**config.mk**
```make
export PLATFORM = sky130hd
export DESIGN_NAME = csfr_top
export DESIGN_NICKNAME = d
export VERILOG_FILES = /design/src/csfr_pkg.sv /design/src/csfr_halfcarry.sv /design/src/csfr_event.sv /design/src/csfr_top.sv
export SDC_FILE = /design/constraint.sdc
export NUM_CORES = 1
export LEC_CHECK = 0
export BUFFER_PORTS_ARGS = -buffer_cell sky130_fd_sc_hd__buf_2
export CORE_MARGIN = 4
export CORE_UTILIZATION = 43
export CTS_CLUSTER_DIAMETER = 200
export DETAILED_ROUTE_END_ITERATION = 12
export PLACE_DENSITY = 0.76
export SLEW_MARGIN = 20
export SYNTH_ARGS = -nofsm -noshare
export SYNTH_HDL_FRONTEND = slang
export SYNTH_SLANG_ARGS = --single-unit
```
**constraint.sdc**
```tcl
create_clock -name clk -period 1.8 [get_ports clk]
set_input_delay 0.09 -clock clk [delete_from_list [all_inputs] [get_ports clk]]
set_output_delay 0.09 -clock clk [all_outputs]
set_load 0.01 [all_outputs]
```
**src/csfr_pkg.sv**
```systemverilog
// Package of register offsets, field positions and reset values for the CPU status flag register bank
package csfr_pkg;
  // Byte offsets on the bus
  localparam logic [11:0] OFS_STATUS = 12'h000;
  localparam logic [11:0] OFS_INTCTL = 12'h004;
  localparam logic [11:0] OFS_IRQST = 12'h008;
  localparam logic [11:0] OFS_IRQMSK = 12'h00C;
  // Status word bit positions, plus the nesting-disable bit of the interrupt control register
  localparam int B_OVA = 15;
  localparam int B_OVB = 14;
  localparam int B_SATA = 13;
  localparam int B_SATB = 12;
  localparam int B_OVC = 11;
  localparam int B_SATC = 10;
  localparam int B_LOOP = 9;
  localparam int B_HC = 8;
  localparam int B_PRIO_LO = 5;
  localparam int B_NEST_DIS = 15;
  // Event bits in the interrupt status register
  localparam int E_OVA = 0;
  localparam int E_OVB = 1;
  localparam int E_SATA = 2;
  localparam int E_SATB = 3;
  localparam int NEV = 4;
  // Reset values
  localparam logic [15:0] RST_STATUS = 16'h0000;
  localparam logic [15:0] RST_INTCTL = 16'h0000;
  localparam logic [3:0] RST_EV = 4'h0;
  // AHB transfer type codes
  localparam logic [1:0] HTRANS_NONSEQ = 2'h2;
  localparam logic [1:0] HTRANS_SEQ = 2'h3;
endpackage

```
**src/csfr_halfcarry.sv**
```systemverilog
`timescale 1ns/1ns
// Half-carry and borrow detector for byte and word ALU operations
module csfr_halfcarry (
  // Operands
  input wire logic [15:0] op_a,
  input wire logic [15:0] op_b,
  input wire logic carry_in,
  input wire logic is_sub,
  input wire logic is_byte,
  // Result
  output logic half_carry
);
  logic [4:0] nib_sum;
  logic [8:0] byte_sum;
  logic [3:0] nib_b;
  logic [7:0] byte_b;
  // Subtraction is add of inverted operand; carry out low means borrow in, so flag is carry out either way
  always_comb begin
    nib_b = is_sub ? ~op_b[3:0] : op_b[3:0];
    byte_b = is_sub ? ~op_b[7:0] : op_b[7:0];
    nib_sum = {1'b0, op_a[3:0]} + {1'b0, nib_b} + {4'h0, carry_in};
    byte_sum = {1'b0, op_a[7:0]} + {1'b0, byte_b} + {8'h00, carry_in};
    half_carry = is_byte ? nib_sum[4] : byte_sum[8];
  end
endmodule

```
**src/csfr_event.sv**
```systemverilog
`timescale 1ns/1ns
// Rising-edge detector on a same-clock flag, used to raise interrupt events
module csfr_event (
  // Clock and control
  input wire logic clk,
  input wire logic reset_n,
  input wire logic ce,
  // Flag in and event out
  input wire logic flag,
  output logic rise
);
  logic prev_r;
  // Remember last value; frozen with clock enable
  always_ff @(posedge clk) begin
    if (!reset_n) begin
      prev_r <= 1'b0;
    end else if (ce) begin
      prev_r <= flag;
    end
  end
  assign rise = flag & ~prev_r;
endmodule

```
**src/csfr_top.sv**
```systemverilog
`timescale 1ns/1ns
// CPU status flag register bank with AHB-Lite slave and event interrupt
module csfr_top (
  // Clock, reset, enable
  input wire logic clk,
  input wire logic reset_n,
  input wire logic ce,
  // AHB-Lite slave
  input wire logic hsel,
  input wire logic [31:0] haddr,
  input wire logic [1:0] htrans,
  input wire logic hwrite,
  input wire logic [2:0] hsize,
  input wire logic [31:0] hwdata,
  input wire logic hready,
  output logic [31:0] hrdata,
  output logic hreadyout,
  output logic hresp,
  // Accumulator datapath status, same clock
  input wire logic acc_a_ovf,
  input wire logic acc_b_ovf,
  input wire logic acc_a_sat,
  input wire logic acc_b_sat,
  input wire logic hw_loop_active,
  // ALU half-carry source, same clock
  input wire logic alu_valid,
  input wire logic [15:0] alu_op_a,
  input wire logic [15:0] alu_op_b,
  input wire logic alu_carry_in,
  input wire logic alu_is_sub,
  input wire logic alu_is_byte,
  // Outputs
  output logic [15:0] cpu_status_word,
  output logic [2:0] cpu_priority_level,
  output logic irq
);
  typedef struct packed {
    logic ova;
    logic ovb;
    logic sata;
    logic satb;
    logic loop_act;
    logic hc;
    logic [2:0] prio;
    logic [4:0] low;
    logic [15:0] intctl;
    logic [3:0] ev;
    logic [3:0] msk;
    logic ph_act;
    logic ph_wr;
    logic [11:0] ph_addr;
    logic [31:0] rdata;
    logic irq;
  } csfr_state_t;

  csfr_state_t st_r;
  csfr_state_t st_nxt;
  logic hc_calc;
  logic [3:0] rise;
  logic [15:0] sw;
  logic [15:0] wd;

  // Decode of status-word read value, used for bus reads and the output port
  function automatic logic [15:0] csfr_pack(input csfr_state_t s);
    logic [15:0] v;
    v = 16'h0000;
    v[csfr_pkg::B_OVA] = s.ova;
    v[csfr_pkg::B_OVB] = s.ovb;
    v[csfr_pkg::B_SATA] = s.sata;
    v[csfr_pkg::B_SATB] = s.satb;
    v[csfr_pkg::B_OVC] = s.ova | s.ovb;
    v[csfr_pkg::B_SATC] = s.sata | s.satb;
    v[csfr_pkg::B_LOOP] = s.loop_act;
    v[csfr_pkg::B_HC] = s.hc;
    v[csfr_pkg::B_PRIO_LO +: 3] = s.prio;
    v[4:0] = s.low;
    return v;
  endfunction

  csfr_halfcarry u_hc (
    .op_a(alu_op_a),
    .op_b(alu_op_b),
    .carry_in(alu_carry_in),
    .is_sub(alu_is_sub),
    .is_byte(alu_is_byte),
    .half_carry(hc_calc)
  );

  // Events: overflow and saturation onsets
  genvar gi;
  generate
    for (gi = 0; gi < csfr_pkg::NEV; gi++) begin : g_ev
      logic src;
      assign src = (gi == csfr_pkg::E_OVA) ? acc_a_ovf :
                   (gi == csfr_pkg::E_OVB) ? acc_b_ovf :
                   (gi == csfr_pkg::E_SATA) ? acc_a_sat : acc_b_sat;
      csfr_event u_ev (
        .clk(clk),
        .reset_n(reset_n),
        .ce(ce),
        .flag(src),
        .rise(rise[gi])
      );
    end
  endgenerate

  assign sw = csfr_pack(st_r);
  assign wd = hwdata[15:0];

  // Next state: bus phases, flag updates, event capture
  always_comb begin
    st_nxt = st_r;
    // Overflow flags follow the accumulators, loop flag follows the sequencer
    st_nxt.ova = acc_a_ovf;
    st_nxt.ovb = acc_b_ovf;
    st_nxt.loop_act = hw_loop_active;
    if (alu_valid) begin
      st_nxt.hc = hc_calc;
    end
    // Data phase of a write
    if (st_r.ph_act && st_r.ph_wr) begin
      unique case (st_r.ph_addr)
        csfr_pkg::OFS_STATUS: begin
          st_nxt.sata = wd[csfr_pkg::B_SATA];
          st_nxt.satb = wd[csfr_pkg::B_SATB];
          if (!wd[csfr_pkg::B_SATC]) begin
            st_nxt.sata = 1'b0;
            st_nxt.satb = 1'b0;
          end
          st_nxt.hc = wd[csfr_pkg::B_HC];
          st_nxt.low = wd[4:0];
          // Priority field locked while nesting is disabled
          if (!st_r.intctl[csfr_pkg::B_NEST_DIS]) begin
            st_nxt.prio = wd[csfr_pkg::B_PRIO_LO +: 3];
          end
        end
        csfr_pkg::OFS_INTCTL: st_nxt.intctl = wd;
        csfr_pkg::OFS_IRQMSK: st_nxt.msk = hwdata[3:0];
        default: ;
      endcase
    end
    // Read clears only the event bits it reported; an event that landed in the address phase is not lost
    if (st_r.ph_act && !st_r.ph_wr && st_r.ph_addr == csfr_pkg::OFS_IRQST) begin
      st_nxt.ev = st_r.ev & ~st_r.rdata[3:0];
    end
    // Saturation is sticky and the set wins over a same-cycle clear
    if (acc_a_sat) begin
      st_nxt.sata = 1'b1;
    end
    if (acc_b_sat) begin
      st_nxt.satb = 1'b1;
    end
    st_nxt.ev = st_nxt.ev | rise;
    // Address phase capture
    st_nxt.ph_act = hsel && hready && (htrans == csfr_pkg::HTRANS_NONSEQ || htrans == csfr_pkg::HTRANS_SEQ);
    st_nxt.ph_wr = hwrite;
    st_nxt.ph_addr = haddr[11:0];
    // Read data registered so hrdata stands during the data phase
    st_nxt.rdata = 32'h0000_0000;
    if (st_nxt.ph_act && !hwrite) begin
      unique case (haddr[11:0])
        csfr_pkg::OFS_STATUS: st_nxt.rdata = {16'h0000, sw};
        csfr_pkg::OFS_INTCTL: st_nxt.rdata = {16'h0000, st_r.intctl};
        csfr_pkg::OFS_IRQST: st_nxt.rdata = {28'h000_0000, st_r.ev};
        csfr_pkg::OFS_IRQMSK: st_nxt.rdata = {28'h000_0000, st_r.msk};
        default: st_nxt.rdata = 32'h0000_0000;
      endcase
    end
    st_nxt.irq = |(st_nxt.ev & st_nxt.msk);
  end

  // State register; clock enable freezes everything
  always_ff @(posedge clk) begin
    if (!reset_n) begin
      st_r <= '0;
      st_r.intctl <= csfr_pkg::RST_INTCTL;
    end else if (ce) begin
      st_r <= st_nxt;
    end
  end

  // Outputs taken from flip-flops; hreadyout and hresp are tied constants
  logic [15:0] sw_r;
  always_ff @(posedge clk) begin
    if (!reset_n) begin
      sw_r <= csfr_pkg::RST_STATUS;
    end else if (ce) begin
      sw_r <= csfr_pack(st_nxt);
    end
  end

  assign cpu_status_word = sw_r;
  assign cpu_priority_level = st_r.prio;
  assign irq = st_r.irq;
  assign hrdata = st_r.rdata;
  assign hreadyout = 1'b1; // Zero wait states
  assign hresp = 1'b0;
endmodule

```
==> parameters.txt, run 1 <==
Parameter                              Value

Drt
  Number of vias after detailed routing    2,954
  Residual DRC    0
  DRT antenna net count    0
  Number of iterations in the first detailed-routing pass    4
  Detailed Route Iter0 Violations    106
  Average wire per cell in the routed design    15.06 µm
  DRT Wirelength    8.885 mm
  Vias per inst    5.007

CTS
  Clk buf depth    2
  CTS tree    yes
  Clock Tree Root    clkbuf_8
  TritonCTS sink count    73
  Reg clk slew, reported paths    0.08 ns
  Num CTS Buffers    9
  Level count of the clock H-tree    3
  Clock latency of the later-clocked register in the worst-skew pair    0.35 ns

Placement
  Port buffer count    95
  Detailed placement HPWL    6.720 mm
  Routability congestion estimate from global placement    0.8588

Synthesis
  Post-synthesis simple-gate area fraction    16.97%
  Multiplexer share of the synthesized area    17.50%
  Leading cell types by total area after synthesis    dfxtp_1, mux2i_1, buf_4
  Mean instance size in the synthesized netlist    9.748 µm²
  Adder-cell share of the synthesized area    2.523%
  Share of the synthesized area in the top cell type    36.83%
  Compound-gate portion of the synthesized area    9.902%
  Ys flop type    dfxtp_1
  Xor and xnor fraction of the mapped netlist area    1.766%
  Cell count after synthesis    407
  Sequential fraction of the synthesis area    36.83%
  Unique cell type count in the Yosys netlist    47
  FF+latch count, synth    73
  Dominant combinational cell family by area after synthesis    multiplexers
  Number of synthesized flops with an enable pin    0
  Count of yosys warnings during synthesis    0
  Cell type with the largest total area after synthesis    dfxtp_1
  Netlist area before placement    3968 µm²
  Post-synth ARST share    0%

Final layout
  Finished Core Util    51.74%
  Total Nets Final    601
  Fraction of layout instances using a drive strength above 1    29.88%
  Antenna diode instance count    0
  Area delta synth->final    15.39%
  Count of fill cells added during filler insertion    852

Power and ir drop
  Maximum ir drop on the vdd rail    0.4998 mV
  Leakage power figure    2.010 nW
  Areal power density over the cells    796.7 nW/µm²

Floorplan
  Die width    104.1 µm
  Starting Density    44.84%
  Floorplan die height    104.1 µm
  Io pins    170
  Area of the core region    8848 µm²
  Row Count    34
  Die area    10,830 µm²

Worst setup path
  Biggest fanout along the worst timing path    3
  Critical path required time    2.03 ns
  Sum of buffers and inverters on the critical path    1
  Worst path cell trace    nor4b_4 -> nand4_1 -> nor3_2 -> buf_4 -> mux2i_1 -> nor2b_1
  Delay of the slowest cell on the worst path    0.35 ns
  Type of the worst setup path    flop to flop
  Arrival time worst endpoint    1.96 ns
  Type of element capturing the critical path    flop
  Type of element launching the critical path    flop
  Cell with the largest stage delay on the worst path    nor4b_4
  Category of cells accounting for the largest share of critical-path delay    simple AND/OR/NAND/NOR gates

Global route
  Number of antenna violations at the first check in global routing    1
  Total gr overflow    0
  Global-route wire length before repair    14.72 mm
  Overall track demand over capacity in global routing    16.76%
  Maximum number of pins on one net before global-route repair    30
  Vias in the first global route    3,028

Job
  Max-cap check violation count    0

STA
  Worst hold slack    0.01753 ns
  Final hold vios    0
  Worst Clk Skew    0.009207 ns
  RSZ-0062 raised after global routing    no
  Count of endpoints failing setup in the final report    0
  Total negative slack    0 ns
  Fraction of the cycle the final worst path needs    95.76%
  Fmax    580.2 MHz
  Final Slew Violations    0
  Time the worst path needs with I/O delays and setup    1.724 ns

Hold path
  Class of the worst hold path    primary input to flop

Status
  Outcome    finished, final reports clean
## Yosys cell counts, types with 3 or more instances
master	count
dfxtp_1	73
ha_1	8
mux4_2	4
clkbuf_1	12
a21boi_0	3
mux2_2	3
o21ai_0	14
nand4_1	3
xor2_1	8
mux2i_1	57
nand3_1	3
o22ai_1	3
nand2_1	5
buf_4	51
nor2_1	9
a21oi_1	9
o2bb2ai_1	13
buf_2	5
a31oi_1	6
and3_1	4
and2_1	16
inv_1	15
nor2b_1	50
a41oi_1	3
## power by group
group	switching [mW]	internal (mW)
Sequential	0.0376	1.66
Clock	0.593	0.957
Combinational	0.211	0.193
Total	0.841	2.81
## cell usage in the layout (no fill, tap or decap), drive strengths merged, types with 5 or more instances in the layout
cell and instances:
xor2 8, a31oi 6, buf 113, clkbuf 11
o21ai 14, mux2i 57, and2 16, inv 15
a21oi 9, o2bb2ai 13, nand2 5, conb 18
dfxtp 73, and3 5, ha 8, nor2 9
nor2b 50
## through the flow
stage	total power, mW	std cells	cell area, µm²	setup slack, ns
2_1_floorplan	2.006	423	4028	0.1187
3_3_place_gp	2.111	570	4279	0.06538
3_5_place_dp	2.127	570	4279	0.01278
4_1_cts	3.692	589	4553	0.009384
5_1_grt	3.827	590	4578	0.002507
6_report	3.647	590	4578	0.07633
## final timing paths
check	start	endpoint	slack (ns)	cells past startpoint
hold reg to reg	st_r[53]	st_r[53]	0.50	2
setup reg to reg	st_r[44]	cpu_priority_level[0]	0.08	6
setup / recovery	st_r[44]	cpu_priority_level[0]	0.08	6
hold / removal	haddr[11]	st_r[44]	0.02	3
## sequential cells by signal (all words and copies together) (netlist names)
register,cells
st_r,42
hrdata,16
cpu_status_word,10
cpu_priority_level,2
g_ev.u_ev.prev_r,2
irq,1
## kinds of logic after synthesis
| group | count (synthesis) |
|---|---|
| XOR/XNOR | 8 |
| flip-flops | 73 |
| other | 2 |
| adder cells (fa/ha/maj) | 8 |
| AND/OR/NAND/NOR | 106 |
| multiplexers | 64 |
| AO/OA/AOI/OAI | 58 |
| buffers and inverters | 88 |
## timing repair
action / 4_1_cts / 5_1_grt
gates resized for setup: 0 / 5
hold endpoints to repair: 3 / 0
setup buffers: 0 / 1
hold buffers: 3 / 0
endpoints found under the setup margin: 0 / 9
## cell type report
class                   instances  area, µm²  share of cell area [%]
clock buffers                  11      141.4                   3.088
clock inverters                 5      102.6                   2.241
inverters                      15      56.30                   1.230
multi-input cells             262       2013                   43.97
flip-flops and latches         73       1464                   31.98
well taps                     108      135.1                   2.952
repair buffers                116      665.6                   14.54
## worst min-delay path: cells and delay by family
family                 cells  cell delay [ns]
buffers and inverters      1             0.09
AND/OR/NAND/NOR            1             0.09
multiplexers               1             0.06
## per-layer routing
metal | global-route usage (%) | vias up | wire, µm | part of all wire (%)
met5 | 0 | - | 7 | 0.079
li1 | - | 1476 | - | -
met4 | 7.407 | 2 | 119 | 1.3
met3 | 4.904 | 11 | 584 | 6.6
met1 | 20.86 | 1374 | 4056 | 46
met2 | 26.88 | 91 | 4117 | 46
(Power assumes the default switching activity.)
==> run 2, diff against run 1 <==
==> constraint.sdc (replaced) <==
create_clock -name clk -period 1.8 [get_ports clk]
set_input_delay 0.36 -clock clk [delete_from_list [all_inputs] [get_ports clk]]
set_output_delay 0.36 -clock clk [all_outputs]
set_load 0.01 [all_outputs]
==> run 2 against run 1 <==
Net effect:
- final cell count did not move
- register-to-register slack barely moved
- first-iteration DRC count rose by 23%
- combinational power barely moved
- critical path depth did not move
- clock power barely moved
- via count fell by 0.54%
- fmax barely moved
- critical path type unchanged
==> parameters.txt, run 2 (synthesis results as in run 1) <==
Parameter                              Value

Floorplan
  Area of the core region    8848 µm²
  Io pins    170
  Row Count    34
  Floorplan die height    104.1 µm
  Die area    10,830 µm²
  Starting Density    44.84%
  Die width    104.1 µm

Final layout
  Register name with the most flops    st_r
  Antenna diode instance count    0
  Commonest non-fill, non-tap cells in the layout    buf_2, dfxtp_1, mux2i_1
  Total Nets Final    601
  Area occupied by multi-input gates    2018 µm²
  Fraction of layout instances using a drive strength above 1    30.91%
  Max reg flops    42
  Leading cell type in the layout, fill and taps excluded    buf_2
  Count of fill cells added during filler insertion    810
  Area delta synth->final    16.43%
  Area taken by flip-flops and latches    1463 µm²

Worst setup path
  Arrival time worst endpoint    1.96 ns
  Worst r2r src    st_r[44]
  Most used cell along the critical path    and3_4
  Worst r2r path cells    6
  Cell with the largest stage delay on the worst path    nor4b_4
  Biggest fanout along the worst timing path    6
  Category of cells accounting for the largest share of critical-path delay    simple AND/OR/NAND/NOR gates
  Type of the worst setup path    flop to flop
  Sum of buffers and inverters on the critical path    1
  Worst path cell trace    nor4b_4 -> and3_4 -> and3_4 -> buf_12 -> mux2i_2 -> nor2b_1
  Critical path required time    2.04 ns
  Worst R2R Setup Slack    0.08 ns
  Capture instance of the worst register-to-register path    st_r[69]
  Type of element capturing the critical path    flop
  Type of element launching the critical path    flop
  Delay of the slowest cell on the worst path    0.35 ns

STA
  Worst rel slew slack    64.74%
  Time the worst path needs with I/O delays and setup    1.723 ns
  Worst Max-Slew Pin Slew    0.5289 ns
  Worst Clk Skew    0.008217 ns
  Total negative slack    0 ns
  Final hold vios    0
  Final WS setup    0.07672 ns
  Final Slew Violations    0
  Count of endpoints failing setup in the final report    0
  Fmax    580.3 MHz
  Worst hold slack    0.2724 ns
  Fraction of the cycle the final worst path needs    95.74%

Job
  Max-cap check violation count    0

Drt
  Vias per inst    4.980
  Number of vias after detailed routing    2,938
  DRT antenna net count    0
  Residual DRC    0
  DRT Wirelength    9.099 mm
  Detailed Route Iter0 Violations    130
  Number of iterations in the first detailed-routing pass    4
  Average wire per cell in the routed design    15.42 µm

Power and ir drop
  Post-route total power    3.663 mW
  Areal power density over the cells    793.0 nW/µm²
  Maximum ir drop on the vdd rail    0.4682 mV
  Leakage power figure    2.032 nW

CTS
  Num CTS Buffers    9
  Clock latency of the later-clocked register in the worst-skew pair    0.34 ns
  CTS tree    yes
  TritonCTS sink count    73
  Reg clk slew, reported paths    0.08 ns
  Clock Tree Root    clkbuf_8
  Clk buf depth    2
  Level count of the clock H-tree    3

Status
  Outcome    finished, final reports clean

Hold path
  Hold Crit Endpoint    cpu_status_word[9]
  Number of cells on the worst hold path    3
  Worst hold start    hw_loop_active
  Class of the worst hold path    primary input to flop

Placement
  Routability congestion estimate from global placement    0.8238
  Worst slack, placed    -0.1233 ns
  Port buffer count    95
  Detailed placement HPWL    6.766 mm

Global route
  Vias in the first global route    3,051
  Overall track demand over capacity in global routing    17.14%
  Global-route wire length before repair    15.19 mm
  Number of antenna violations at the first check in global routing    0
  Maximum number of pins on one net before global-route repair    45
  Total gr overflow    0
## run 2: per-stage QoR
stage               utilization, %  cell area [µm²]  std cells
floorplan                        -             4029        423
global placement             48.64             4304        570
detailed placement           48.64             4304        570
CTS                          51.39             4547        586
global route                 52.21             4619        590
finish                       52.21             4619        590
## run 2: worst min-delay path: stages
cell and delay (ns):
buf_2 0.07, mux2i_1 0.05, nor2b_1 0.09
## run 2: cell type report
cell class	instances	share of cell area, %
Clock inverter	6	2.275
Clock buffer	10	2.979
Tap cell	108	2.925
Multi-Input combinational cell	262	43.69
Timing Repair Buffer	116	15.25
Sequential cell	73	31.66
Inverter	15	1.219
## run 2: repair_timing
action,4_1_cts,5_1_grt
setup endpoints to repair,0,12
endpoints found under the hold margin,0,0
buffers inserted,0,3
gates resized for setup,0,7
hold buffers,0,0
## run 2: where the power goes
part	switching (mW)	internal [mW]	total, mW
sequential	0.0392	1.66	1.69
combinational	0.211	0.194	0.404
clock	0.613	0.952	1.56
total	0.863	2.80	3.66
## run 2: worst max-delay path by stage
stage | endpoint | cells after the start | slack [ns] | from
after floorplan | cpu_status_word[8] | 8 | 0.03 | alu_is_sub
after global placement | cpu_status_word[8] | 8 | -0.06 | alu_is_sub
after detailed placement | cpu_status_word[8] | 8 | -0.12 | alu_is_sub
after CTS | cpu_priority_level[0] | 6 | 0.02 | st_r[40]
after global routing | cpu_priority_level[0] | 7 | -0.02 | st_r[41]
final | st_r[69] | 6 | 0.08 | st_r[44]
## run 2: metal layers
metal	routed length, µm	part of all wire, %	up-vias	GRT usage [%]
met3	575	6.3	7	5.152
met4	102	1.1	0	5.318
met5	0	0	-	0
met1	4127	45	1355	21.21
met2	4294	47	99	28.64
li1	-	-	1477	-
==> run 3, diff against run 2 <==
Settings changed: CORE_UTILIZATION 43 to 52, CTS_CLUSTER_DIAMETER 200 to default, PLACE_DENSITY 0.76 to 0.86.
Clock period 1.8 ns to 2.1 ns, I/O delays scaled along.
==> run 3 against run 2 <==
Net effect:
- via count rose by 0.54%
- total power down 16%
- sequential power fell by 14%
- core utilization increased by 8.5 points
- sequential share of layout area grew 1.2 points
- design area down 3.7%
==> parameters.txt, run 3 (synthesis results as in run 1) <==
Parameter                              Value

Final layout
  Total Nets Final    591
  Max reg flops    42
  Area delta synth->final    12.14%
  Register name with the most flops    st_r
  Antenna diode instance count    0
  Cell area after layout    4449 µm²
  Leading cell type in the layout, fill and taps excluded    buf_2
  Commonest non-fill, non-tap cells in the layout    buf_2, dfxtp_1, mux2i_1
  Fraction of layout instances using a drive strength above 1    28.18%

Floorplan
  Die area    9092 µm²
  Area of the core region    7331 µm²
  Floorplan die height    95.35 µm
  Starting Density    54.12%
  Io pins    170
  Row Count    31
  Die width    95.35 µm

Worst setup path
  Worst R2R Setup Slack    0.23 ns
  Worst r2r src    st_r[44]
  Type of element launching the critical path    flop
  Critical path required time    2.34 ns
  Capture instance of the worst register-to-register path    st_r[66]
  Arrival time worst endpoint    2.11 ns
  Type of the worst setup path    flop to flop
  Biggest fanout along the worst timing path    16
  Worst r2r path cells    5
  Type of element capturing the critical path    flop

Placement
  Port buffer count    95
  Routability congestion estimate from global placement    0.8285
  Detailed placement HPWL    6.373 mm
  Total cell area at the placement stage    4210 µm²

Global route
  Global-route wire length before repair    13.68 mm
  Maximum number of pins on one net before global-route repair    45
  Total gr overflow    0
  Vias in the first global route    2,888
  Overall track demand over capacity in global routing    19.20%
  Number of antenna violations at the first check in global routing    0

Hold path
  Class of the worst hold path    primary input to flop
  Hold Crit Endpoint    cpu_status_word[9]
  Worst hold start    hw_loop_active
  Number of cells on the worst hold path    3

STA
  Fraction of the cycle the final worst path needs    89.21%
  Time the worst path needs with I/O delays and setup    1.873 ns
  RSZ-0062 raised after global routing    no
  Worst Clk Skew    0.009750 ns
  Final Slew Violations    0
  Total negative slack    0 ns
  Fmax    533.8 MHz
  Worst Max-Slew Pin Slew    0.5375 ns
  Final hold vios    0
  Worst rel slew slack    63.97%
  Count of endpoints failing setup in the final report    0

CTS
  Num CTS Buffers    9
  Total setup buffers inserted after CTS    0
  Clock latency of the later-clocked register in the worst-skew pair    0.34 ns
  Clock Tree Root    clkbuf_8
  Post-CTS Resized    0
  Count of hold-fix buffers inserted at cts    0
  TritonCTS sink count    73
  Level count of the clock H-tree    3
  Clk buf depth    2
  Reg clk slew, reported paths    0.07 ns
  CTS tree    yes

Drt
  Residual DRC    0
  Number of vias after detailed routing    2,954
  DRT antenna net count    0
  Number of iterations in the first detailed-routing pass    4
  Average wire per cell in the routed design    15.01 µm
  Detailed Route Iter0 Violations    161
  Vias per inst    5.173
  DRT Wirelength    8.570 mm

Power and ir drop
  Maximum ir drop on the vdd rail    0.3192 mV
  Post-route total power    3.070 mW
  Leakage power figure    1.962 nW
  Areal power density over the cells    690.1 nW/µm²

Job
  Max-cap check violation count    0

Status
  Outcome    finished, final reports clean
## run 3: cell types whose count changed in the layout (fill, tap and decap cells not counted), sizes merged
cell    previous run  this run
buf              115       106
clkinv             3         2
clkbuf            11        12
bufinv             3         2
## run 3: critical path, stage by stage, from the launching register on
cell,delay (ns)
dfxtp_1,0.34
nor4b_4,0.35
and3_1,0.32
and3_4,0.45
mux2i_1,0.24
nor2b_1,0.06
## run 3: power by group
group	total (mW)	internal, mW	switching [mW]
clock	1.28	0.767	0.514
combinational	0.341	0.162	0.178
sequential	1.45	1.42	0.0305
total	3.07	2.35	0.723
## run 3: worst max-delay path by stage
stage          startpoint                     to  slack [ns]  depth (start not counted)
6_report         st_r[44]               st_r[66]        0.23                          5
5_1_grt          st_r[40]               st_r[63]        0.12                          5
2_1_floorplan  alu_is_sub     cpu_status_word[8]        0.15                          8
3_5_place_dp           ce  cpu_priority_level[1]        0.11                          6
3_3_place_gp   alu_is_sub     cpu_status_word[8]        0.18                          8
4_1_cts          st_r[44]               st_r[69]        0.24                          5
## run 3: per-layer routing
| layer | track usage (%) | wire (µm) |
|---|---|---|
| met1 | 23.92 | 3602 |
| met4 | 6.731 | 97 |
| met5 | 0 | 0 |
| met3 | 3.157 | 658 |
| met2 | 33.41 | 4212 |
## run 3: cell type report
| class | instances | area [µm²] |
|---|---|---|
| Fill cell | 630 | 2882 |
| Multi-Input combinational cell | 262 | 1998 |
| Clock inverter | 4 | 73.82 |
| Sequential cell | 73 | 1461 |
| Tap cell | 99 | 123.9 |
| Inverter | 15 | 56.30 |
| Timing Repair Buffer | 106 | 570.5 |
| Clock buffer | 12 | 165.2 |
## run 3: stage by stage
stage | hold slack [ns] | setup slack [ns] | util [%] | instances
after floorplan | 0.4671 | 0.1492 | - | 423
after global routing | 0.3505 | 0.1234 | 60.69 | 571
after global placement | 0.4840 | 0.1831 | 57.43 | 555
after detailed placement | 0.5044 | 0.1090 | 57.43 | 555
after CTS | 0.3336 | 0.2359 | 60.69 | 571
final | 0.3375 | 0.2266 | 60.69 | 571
